$ cat src/rtl/tsp_pkg.sv
// Purpose: Constants for the TDM serial port control block
// Assumes: 32-bit register port, ref_clk domain
// Notes: Offsets are byte addresses
package tsp_pkg;
	localparam logic [11:0] TSP_OFS_CTRL = 12'h1d8;
	localparam logic [11:0] TSP_OFS_DMA = 12'h1f0;
	localparam logic [11:0] TSP_OFS_TXD = 12'h1f4;
	localparam logic [11:0] TSP_OFS_RXD = 12'h1f8;
	localparam logic [11:0] TSP_OFS_STAT = 12'h1fc;
	localparam int TSP_B_LOOP = 29;
	localparam int TSP_B_TEST = 28;
	localparam int TSP_B_FSDIR = 27;
	localparam int TSP_B_FSW = 25;
	localparam int TSP_B_NCH = 20;
	localparam int TSP_B_TXOFF = 16;
	localparam int TSP_B_RXOFF = 12;
	localparam int TSP_B_TXMSB = 11;
	localparam int TSP_B_RXMSB = 10;
	localparam int TSP_B_INPOL = 9;
	localparam int TSP_B_OUTPOL = 8;
	localparam int TSP_B_RXEDGE = 7;
	localparam int TSP_B_TXEDGE = 6;
	localparam int TSP_B_FSEDGE = 5;
	localparam int TSP_B_FSLEDGE = 4;
	localparam int TSP_B_X2 = 3;
	localparam int TSP_B_RXEN = 2;
	localparam int TSP_B_TXEN = 1;
	localparam int TSP_B_EN = 0;
	localparam int TSP_B_RXDMA = 0;
	localparam int TSP_B_TXDMA = 1;
	localparam int TSP_B_RXVALID = 8;
	localparam int TSP_B_RXCNT = 16;
	localparam logic [31:0] TSP_CTRL_RST = 32'h0000_0000;
	localparam logic [31:0] TSP_CTRL_MASK = 32'h3fff_ffff;
	localparam logic [11:0] TSP_CNT_MAX = 12'hfff;
	typedef enum logic [1:0] {
		TSP_W_BIT = 2'b00,
		TSP_W_TWO = 2'b01,
		TSP_W_BYTE = 2'b10,
		TSP_W_HALF = 2'b11
	} tsp_width_t;
endpackage

$ cat src/rtl/tsp_top.sv
// Purpose: TDM serial port control, sync, serialiser and deserialiser
// Assumes: Serial clock, sync and data pins are sampled by ref_clk
// Notes: Serial clock must be well below a quarter of ref_clk
// Function
// - Loopback feeds inverted transmit data to receive, else serial_in; test bit unused.
// - sync_direction one drives frame_sync out as master, zero makes it input.
// - Master sync pulse width is one bit, two bits, one byte or half-frame.
// - Double rate mode uses two serial clock periods per data bit.
// - Timeslots per half-frame equal channels_per_half_frame plus one, up to 32.
// - Transmit timeslot 0 starts tx_bit_offset clocks after frame start edge.
// - Receive timeslot 0 capture starts rx_bit_offset clocks after frame start edge.
// - Transmit bytes go out MSB first when tx_bit_order is one, else LSB.
// - First received bit is MSB when rx_bit_order is one, else LSB.
// - sync_in_polarity one means active low sync, frame starts on falling edge.
// - Master sync drives active low when sync_out_polarity is one, else high.
// - serial_in sampled on rising clock edge when rx_sample_edge one, else falling.
// - serial_out launched on rising clock edge when tx_launch_edge one, else falling.
// - frame_sync sampled on rising edge when sync_sample_edge one, else falling.
// - Master sync launched on rising edge when sync_launch_edge one, else falling.
// - Receive processed only with rx_cpu_enable, unless receive DMA is enabled.
// - Transmit only with tx_cpu_enable, else serial_out tri-stated, unless transmit DMA.
// - port_enable zero holds port logic in reset, control register untouched.
//
// Decided for this implementation: the plain strobed port.
`timescale 1ns/1ns
module tsp_top
	import tsp_pkg::*;
(
	input wire logic ref_clk,
	input wire logic resetn,
	input wire logic [11:0] reg_addr,
	input wire logic [31:0] reg_wdata,
	input wire logic reg_write,
	input wire logic reg_read,
	output logic [31:0] reg_rdata,
	input wire logic serial_clock_pin,
	input wire logic frame_sync_in,
	output logic frame_sync_out,
	output logic frame_sync_oe,
	input wire logic serial_in,
	output logic serial_out,
	output logic serial_out_oe
);
	logic [31:0] ctrl_reg;
	logic [1:0] dma_reg;
	logic [7:0] tx_hold_reg;
	logic [7:0] rx_data_reg;
	logic rx_valid_reg;
	logic [7:0] rx_count_reg;
	logic [7:0] frame_count_reg;
	logic [2:0] sclk_sync_reg;
	logic [1:0] fs_sync_reg;
	logic [1:0] din_sync_reg;
	logic fs_samp_reg;
	logic fs_prev_reg;
	logic [11:0] clk_cnt_reg;
	logic framed_reg;
	logic [11:0] mst_cnt_reg;
	logic [7:0] rx_shift_reg;
	logic [31:0] rdata_next;

	// Control fields
	logic loop_sel;
	logic sync_dir;
	logic tx_msb;
	logic rx_msb;
	logic in_pol;
	logic out_pol;
	logic rx_edge;
	logic tx_edge;
	logic fs_edge;
	logic fsl_edge;
	logic dbl;
	logic port_en;
	logic [1:0] fs_width;
	logic [4:0] nchan;
	logic [3:0] tx_off;
	logic [3:0] rx_off;
	assign loop_sel = ctrl_reg[TSP_B_LOOP];
	assign sync_dir = ctrl_reg[TSP_B_FSDIR];
	assign fs_width = ctrl_reg[TSP_B_FSW +: 2];
	assign nchan = ctrl_reg[TSP_B_NCH +: 5];
	assign tx_off = ctrl_reg[TSP_B_TXOFF +: 4];
	assign rx_off = ctrl_reg[TSP_B_RXOFF +: 4];
	assign tx_msb = ctrl_reg[TSP_B_TXMSB];
	assign rx_msb = ctrl_reg[TSP_B_RXMSB];
	assign in_pol = ctrl_reg[TSP_B_INPOL];
	assign out_pol = ctrl_reg[TSP_B_OUTPOL];
	assign rx_edge = ctrl_reg[TSP_B_RXEDGE];
	assign tx_edge = ctrl_reg[TSP_B_TXEDGE];
	assign fs_edge = ctrl_reg[TSP_B_FSEDGE];
	assign fsl_edge = ctrl_reg[TSP_B_FSLEDGE];
	assign dbl = ctrl_reg[TSP_B_X2];
	assign port_en = ctrl_reg[TSP_B_EN];

	// Selects the rising or falling serial clock edge
	function automatic logic edge_hit(input logic sel, input logic rise, input logic fall);
		edge_hit = sel ? rise : fall;
	endfunction

	// Scales a count of data bits into serial clocks
	function automatic logic [11:0] bits_to_clk(input logic [11:0] nbits, input logic x2);
		bits_to_clk = x2 ? {nbits[10:0], 1'b0} : nbits;
	endfunction

	logic sclk_rise;
	logic sclk_fall;
	assign sclk_rise = sclk_sync_reg[1] & ~sclk_sync_reg[2];
	assign sclk_fall = ~sclk_sync_reg[1] & sclk_sync_reg[2];

	logic rx_on;
	assign rx_on = ctrl_reg[TSP_B_RXEN] | dma_reg[TSP_B_RXDMA];
	logic tx_on;
	assign tx_on = ctrl_reg[TSP_B_TXEN] | dma_reg[TSP_B_TXDMA];

	logic [11:0] half_bits;
	logic [11:0] frame_bits;
	logic [11:0] half_clk;
	logic [11:0] frame_clk;
	assign half_bits = {1'b0, ({3'h0, nchan} + 8'h01), 3'h0};
	assign frame_bits = {half_bits[10:0], 1'b0};
	assign half_clk = bits_to_clk(half_bits, dbl);
	assign frame_clk = bits_to_clk(frame_bits, dbl);

	logic [11:0] width_clk;
	always_comb begin
		case (tsp_width_t'(fs_width))
			TSP_W_BIT: width_clk = bits_to_clk(12'h001, dbl);
			TSP_W_TWO: width_clk = bits_to_clk(12'h002, dbl);
			TSP_W_BYTE: width_clk = bits_to_clk(12'h008, dbl);
			TSP_W_HALF: width_clk = half_clk;
			default: width_clk = bits_to_clk(12'h001, dbl);
		endcase
	end

	// Pin synchronisers, one per pin
	always_ff @(posedge ref_clk) begin
		if (!resetn) begin
			sclk_sync_reg <= 3'h0;
		end else begin
			sclk_sync_reg <= {sclk_sync_reg[1:0], serial_clock_pin};
		end
	end

	always_ff @(posedge ref_clk) begin
		if (!resetn) begin
			fs_sync_reg <= 2'h0;
		end else begin
			fs_sync_reg <= {fs_sync_reg[0], frame_sync_in};
		end
	end

	always_ff @(posedge ref_clk) begin
		if (!resetn) begin
			din_sync_reg <= 2'h0;
		end else begin
			din_sync_reg <= {din_sync_reg[0], serial_in};
		end
	end

	// Register writes
	always_ff @(posedge ref_clk) begin
		if (!resetn) begin
			ctrl_reg <= TSP_CTRL_RST;
		end else if (reg_write && reg_addr == TSP_OFS_CTRL) begin
			ctrl_reg <= reg_wdata & TSP_CTRL_MASK;
		end
	end

	always_ff @(posedge ref_clk) begin
		if (!resetn) begin
			dma_reg <= 2'h0;
		end else if (reg_write && reg_addr == TSP_OFS_DMA) begin
			dma_reg <= reg_wdata[1:0];
		end
	end

	always_ff @(posedge ref_clk) begin
		if (!resetn) begin
			tx_hold_reg <= 8'h00;
		end else if (reg_write && reg_addr == TSP_OFS_TXD) begin
			tx_hold_reg <= reg_wdata[7:0];
		end
	end

	// Register reads
	always_comb begin
		rdata_next = 32'h0000_0000;
		case (reg_addr)
			TSP_OFS_CTRL: rdata_next = ctrl_reg;
			TSP_OFS_DMA: rdata_next = {30'h0, dma_reg};
			TSP_OFS_TXD: rdata_next = {24'h0, tx_hold_reg};
			TSP_OFS_RXD: rdata_next = {8'h0, rx_count_reg, 7'h0, rx_valid_reg, rx_data_reg};
			TSP_OFS_STAT: rdata_next = {16'h0, frame_count_reg, 6'h0, fs_samp_reg, framed_reg};
			default: rdata_next = 32'h0000_0000;
		endcase
	end

	always_ff @(posedge ref_clk) begin
		if (!resetn) begin
			reg_rdata <= 32'h0000_0000;
		end else begin
			reg_rdata <= reg_read ? rdata_next : 32'h0000_0000;
		end
	end

	logic fs_act;
	logic frame_start;
	assign fs_act = fs_sync_reg[1] ^ in_pol;
	assign frame_start = port_en & edge_hit(fs_edge, sclk_rise, sclk_fall) & fs_act & ~fs_prev_reg;
	always_ff @(posedge ref_clk) begin
		if (!resetn || !port_en) begin
			fs_samp_reg <= 1'b0;
			fs_prev_reg <= 1'b1;
		end else if (edge_hit(fs_edge, sclk_rise, sclk_fall)) begin
			fs_samp_reg <= fs_act;
			fs_prev_reg <= fs_act;
		end
	end

	// Serial clocks since frame start
	always_ff @(posedge ref_clk) begin
		if (!resetn || !port_en) begin
			clk_cnt_reg <= 12'h000;
		end else if (frame_start) begin
			clk_cnt_reg <= 12'h000;
		end else if (sclk_rise && clk_cnt_reg != TSP_CNT_MAX) begin
			clk_cnt_reg <= clk_cnt_reg + 12'h001;
		end
	end

	always_ff @(posedge ref_clk) begin
		if (!resetn || !port_en) begin
			framed_reg <= 1'b0;
		end else if (frame_start) begin
			framed_reg <= 1'b1;
		end
	end

	always_ff @(posedge ref_clk) begin
		if (!resetn || !port_en) begin
			frame_count_reg <= 8'h00;
		end else if (frame_start) begin
			frame_count_reg <= frame_count_reg + 8'h01;
		end
	end

	always_ff @(posedge ref_clk) begin
		if (!resetn || !port_en) begin
			mst_cnt_reg <= 12'h000;
			frame_sync_out <= 1'b0;
			frame_sync_oe <= 1'b0;
		end else begin
			frame_sync_oe <= sync_dir;
			if (sync_dir && edge_hit(fsl_edge, sclk_rise, sclk_fall)) begin
				frame_sync_out <= (mst_cnt_reg < width_clk) ^ out_pol;
				if (mst_cnt_reg >= frame_clk - 12'h001) begin
					mst_cnt_reg <= 12'h000;
				end else begin
					mst_cnt_reg <= mst_cnt_reg + 12'h001;
				end
			end else if (!sync_dir) begin
				frame_sync_out <= out_pol;
			end
		end
	end

	logic [11:0] tx_pos;
	logic [11:0] tx_bit;
	logic tx_in_frame;
	assign tx_pos = clk_cnt_reg - {8'h00, tx_off};
	assign tx_bit = dbl ? {1'b0, tx_pos[11:1]} : tx_pos;
	assign tx_in_frame = framed_reg & (clk_cnt_reg >= {8'h00, tx_off}) & (tx_bit < frame_bits);

	always_ff @(posedge ref_clk) begin
		if (!resetn || !port_en) begin
			serial_out <= 1'b0;
			serial_out_oe <= 1'b0;
		end else begin
			serial_out_oe <= tx_on;
			if (tx_on && tx_in_frame && edge_hit(tx_edge, sclk_rise, sclk_fall)) begin
				serial_out <= tx_hold_reg[tx_msb ? 3'h7 - tx_bit[2:0] : tx_bit[2:0]];
			end
		end
	end

	logic rx_src;
	assign rx_src = loop_sel ? ~serial_out : din_sync_reg[1];

	logic [11:0] rx_pos;
	logic [11:0] rx_bit;
	logic rx_in_frame;
	logic rx_take;
	assign rx_pos = clk_cnt_reg - {8'h00, rx_off};
	assign rx_bit = dbl ? {1'b0, rx_pos[11:1]} : rx_pos;
	assign rx_in_frame = framed_reg & (clk_cnt_reg >= {8'h00, rx_off}) & (rx_bit < frame_bits);
	assign rx_take = rx_on & rx_in_frame & (~dbl | rx_pos[0]) & edge_hit(rx_edge, sclk_rise, sclk_fall);

	logic [2:0] rx_idx;
	logic [7:0] rx_asm;
	always_comb begin
		rx_idx = rx_msb ? 3'h7 - rx_bit[2:0] : rx_bit[2:0];
		rx_asm = rx_shift_reg;
		rx_asm[rx_idx] = rx_src;
	end

	always_ff @(posedge ref_clk) begin
		if (!resetn || !port_en) begin
			rx_shift_reg <= 8'h00;
		end else if (rx_take) begin
			rx_shift_reg <= rx_asm;
		end
	end

	// Received byte holding; a new byte wins over a read clear
	logic rx_done;
	logic rx_clr;
	assign rx_done = rx_take & (rx_bit[2:0] == 3'h7);
	assign rx_clr = reg_read & (reg_addr == TSP_OFS_RXD);
	always_ff @(posedge ref_clk) begin
		if (!resetn || !port_en) begin
			rx_data_reg <= 8'h00;
			rx_valid_reg <= 1'b0;
			rx_count_reg <= 8'h00;
		end else if (rx_done) begin
			rx_data_reg <= rx_asm;
			rx_valid_reg <= 1'b1;
			rx_count_reg <= rx_count_reg + 8'h01;
		end else if (rx_clr) begin
			rx_valid_reg <= 1'b0;
		end
	end
endmodule // tsp_top

$ cat config.mk
export PLATFORM = sky130hd
export DESIGN_NAME = tsp_top
export DESIGN_NICKNAME = d
export VERILOG_FILES = /design/src/rtl/tsp_pkg.sv /design/src/rtl/tsp_top.sv
export SDC_FILE = /design/constraint.sdc
export NUM_CORES = 1
export LEC_CHECK = 0
export BUFFER_PORTS_ARGS = -buffer_cell sky130_fd_sc_hd__buf_2
export CAP_MARGIN = 15
export CORE_ASPECT_RATIO = 0.6
export CORE_MARGIN = 4
export CORE_UTILIZATION = 60
export CTS_CLUSTER_SIZE = 25
export DETAILED_ROUTE_END_ITERATION = 8
export PLACE_DENSITY = 0.81
export REMOVE_ABC_BUFFERS = 1
export SETUP_SLACK_MARGIN = 0.15
export SLEW_MARGIN = 20
export SYNTH_ARGS = -nofsm -noshare
export SYNTH_HDL_FRONTEND = slang
export SYNTH_SLANG_ARGS = --single-unit
$ cat constraint.sdc
create_clock -name ref_clk -period 4.55 [get_ports ref_clk]
set_input_delay 0.91 -clock ref_clk [delete_from_list [all_inputs] [get_ports ref_clk]]
set_output_delay 0.91 -clock ref_clk [all_outputs]
set_load 0.005 [all_outputs]
==> out/metrics.csv <==
stage;metric;value;unit
detailed_routing;post_drt_wl_per_cell;18.15;um
min_path;hold_path_startpoint;fs_sync_reg[0];
global_route;grt_pass1_wl;36560;um
placement;number_of_input_and_output_port_buffers_inserted;82;
timing;final_hold_viol_count;0;
clock_network;numClockSinks;141;
yosys;asyncSetResetFlopFracSynth;0;
power;irDropWorstVdd;0.0002262;V
placement;dpl.cell_count;1236;
detailed_routing;drt-vias-per-instance;6.143;
min_path;hold-path-cell-count;1;
floorplanning;dieHeight;98.13;um
timing;rsz0062_at_grt;false;
detailed_routing;drcViolationCount;0;
worst_setup_path;r2r_end;rx_count_reg[3];
yosys;yosysSeqAreaShare;0.3475;
global_route;grt_max_degree;39;
placement;dp_hpwl;16520;um
yosys;ys_ff_latch;141;
worst_setup_path;critical_path.max_fanout;10;
clock_network;tritoncts_clock_tree;yes;
layout;area.growth.synth_to_final;14.91;%
clock_network;cts_hold_buf;0;
yosys;mappedNetlistArea;8123;sq um
layout;final_cell_count_without_fillers;1272;
yosys;syn_area_per_cell;7.956;sq um
timing;slew_violations;0;
clock_network;cts_htree_levels;4;
global_route;initial_antenna_violation_count;0;
yosys;synth_edf_count;0;
yosys;synth-main-ff-cell;dfxtp_1;
power;power.total;2.729;mW
floorplanning;fp.coreArea;13050;sq um
min_path;timing.hold.worst.class;flop to flop;
timing;period_utilization_post_route;0.9204;
worst_setup_path;worst-setup-path-type;flop to flop;
yosys;synth_top_cells_by_area;dfxtp_1 (35%), nand2_1 (7.0%), ha_1 (6.2%);
timing;worst_tran_pin_value;1016;ps
timing;minimum_hold_slack;434.1;ps
clock_network;worst_setup_hold_path_clk_slew;70;ps
worst_setup_path;r2r_setup_slack;360;ps
timing;fmax;238.8;MHz
yosys;post_synth_most_frequent_cells;nand2_1 (152), dfxtp_1 (141), nor2_1 (118);
detailed_routing;detail_route.wirelength;23090;um
outcome;run_status;complete, no violations;
global_route;via_count_of_the_first_global_routing_pass;6939;
timing;skew;16.18;ps
flow_run;timing.max_cap.violations;0;
clock_network;numCtsBuffers;17;
floorplanning;die_w;158.2;um
timing;setup_viol_count_final;0;
detailed_routing;drt_first_pass_iters;6;
global_route;grt.total_usage;0.2948;
yosys;syn_inst;1021;
detailed_routing;detailedRoute.firstIterationViolations;1076;
timing;final_period_minus_worst_setup_slack;4188;ps
placement;replace_congestion;0.9543;
clock_network;maximum_buffer_depth_of_the_clock_tree;2;
floorplanning;die_footprint;15520;sq um
layout;n_antenna_cell;0;
worst_setup_path;critPathArrivalTime;4500;ps
worst_setup_path;critPathRequiredTime;4860;ps
layout;post_route_cells_drive_above_1_share;0.1479;
power;total_leakage_power;3.529;nW
min_path;holdPathEnd;fs_sync_reg[1];
layout;num-nets-final;1182;
power;power.density_cell_area;292.4;nW/um^2
worst_setup_path;rr_worst_depth;16;
clock_network;cts_root_buffer;clkbuf_16;
worst_setup_path;end_kind;flop;
yosys;yosys_warnings;0;
timing;finalSetupTns;0;ps
global_route;globalRouteOverflowTotal;0;
floorplanning;core.rowCount;32;
yosys;post-synth-top-area-cell;dfxtp_1;
worst_setup_path;worstSetupStartpointType;flop;
yosys;synth_most_common_cell;nand2_1;
yosys;synth.distinct_cells;75;
floorplanning;initial_utilization;0.6223;
worst_setup_path;regToRegStartpoint;ctrl_reg[14];
detailed_routing;route.vias.total;7814;
timing;maxSlewHeadroom;0.3200;
detailed_routing;antenna_violation_net_count_after_detailed_routing;0;
clock_network;clkLatencyLatePin;430;ps
yosys;post-synth-top-area-fraction;0.3475;
floorplanning;pin_count;87;
[worst max-delay path by stage]
stage,startpoint,endpoint,cells past startpoint
global placement,clk_cnt_reg[0],rx_data_reg[0],18
global route,ctrl_reg[13],rx_data_reg[0],16
floorplan,ctrl_reg[3],rx_data_reg[7],13
CTS,ctrl_reg[13],rx_data_reg[0],16
detailed placement,ctrl_reg[13],rx_count_reg[3],15
finish,ctrl_reg[14],rx_count_reg[3],16
[timing repair]
item / 4_1_cts / 5_1_grt
setup buffers: 3 / 1
hold endpoints to repair: 0 / 0
resized for setup: 0 / 2
pin swaps: 1 / 1
endpoints found under the setup margin: 1 / 24
[per-stage QoR]
step / cell area, sq um / utilization / worst slack, ps
after floorplan: 7885 / - / 298.7
after CTS: 9319 / 0.7140 / 173.0
after detailed placement: 8680 / 0.6650 / 196.5
after global placement: 8680 / 0.6650 / 403.9
final: 9334 / 0.7151 / 362.1
after global routing: 9334 / 0.7151 / 135.2
[critical path, cell delays in order, from the launching register on]
cell       delay [ps]
dfxtp_1           360
inv_1              60
ha_1              360
or2_2             320
o311a_1           170
or3_1             380
o311ai_1          300
o211ai_1          160
ha_1              220
a2111oi_0         420
o2111ai_1         210
nor3_2            280
nand3_4           200
nor2_4            200
buf_12            140
a31oi_1            80
a41o_1            210
[report_power, final]
group | internal [mW] | switching [mW] | total (mW)
Sequential | 1.24 | 0.00110 | 1.24
Combinational | 0.0280 | 0.0313 | 0.0592
Clock | 0.851 | 0.581 | 1.43
Total | 2.12 | 0.613 | 2.73
[cells in the final DEF (no fill, tap or decap), types with 4 or more instances in the layout]
cell       instances
nand3b_1           4
a21boi_0          40
xnor2_1           15
clkbuf_16         17
and3_1            12
a41oi_1            4
nor2_1           118
a211oi_1          11
nand2_1          151
a21oi_1           61
nor3_1            16
xor2_1            26
o21ai_0           42
and4_1             7
a21o_1             6
a31oi_1           11
nand2b_1          14
ha_1              40
or3_1              5
o2111ai_1          5
nand4_1           12
inv_6              5
dfxtp_1          140
inv_1             24
nand3_1           32
buf_2             82
mux2i_1           38
o22ai_1           13
mux2_2             6
a2111oi_0          5
a22oi_1            8
and2_1            20
buf_4             23
nor2b_1           13
[kinds of logic after synthesis]
logic type | count (synthesis) | share of synthesized area
AO/OA/AOI/OAI | 242 | 0.1962
XOR/XNOR | 41 | 0.04421
adder cells (fa/ha/maj) | 42 | 0.06654
buffers and inverters | 83 | 0.04082
flip-flops | 141 | 0.3475
multiplexers | 44 | 0.05514
other | 1 | 0.0004617
AND/OR/NAND/NOR | 427 | 0.2491
[area by class of cell]
class / count / area (sq um)
Tap cell: 170 / 212.7
Multi-Input combinational cell: 798 / 4980
Clock inverter: 12 / 147.6
Inverter: 24 / 90.09
Fill cell: 1012 / 3719
Timing Repair Buffer: 107 / 623.1
Sequential cell: 141 / 2824
Clock buffer: 20 / 456.7
[routing by layer]
metal	GRT usage	part of all wire	vias up
li1	-	-	3741
met1	0.4559	0.47	3620
met2	0.4111	0.41	426
met3	0.08503	0.11	27
met4	0.04587	0.0095	0
met5	0	0	-
Note: power is estimated with default switching activity, not from simulation.
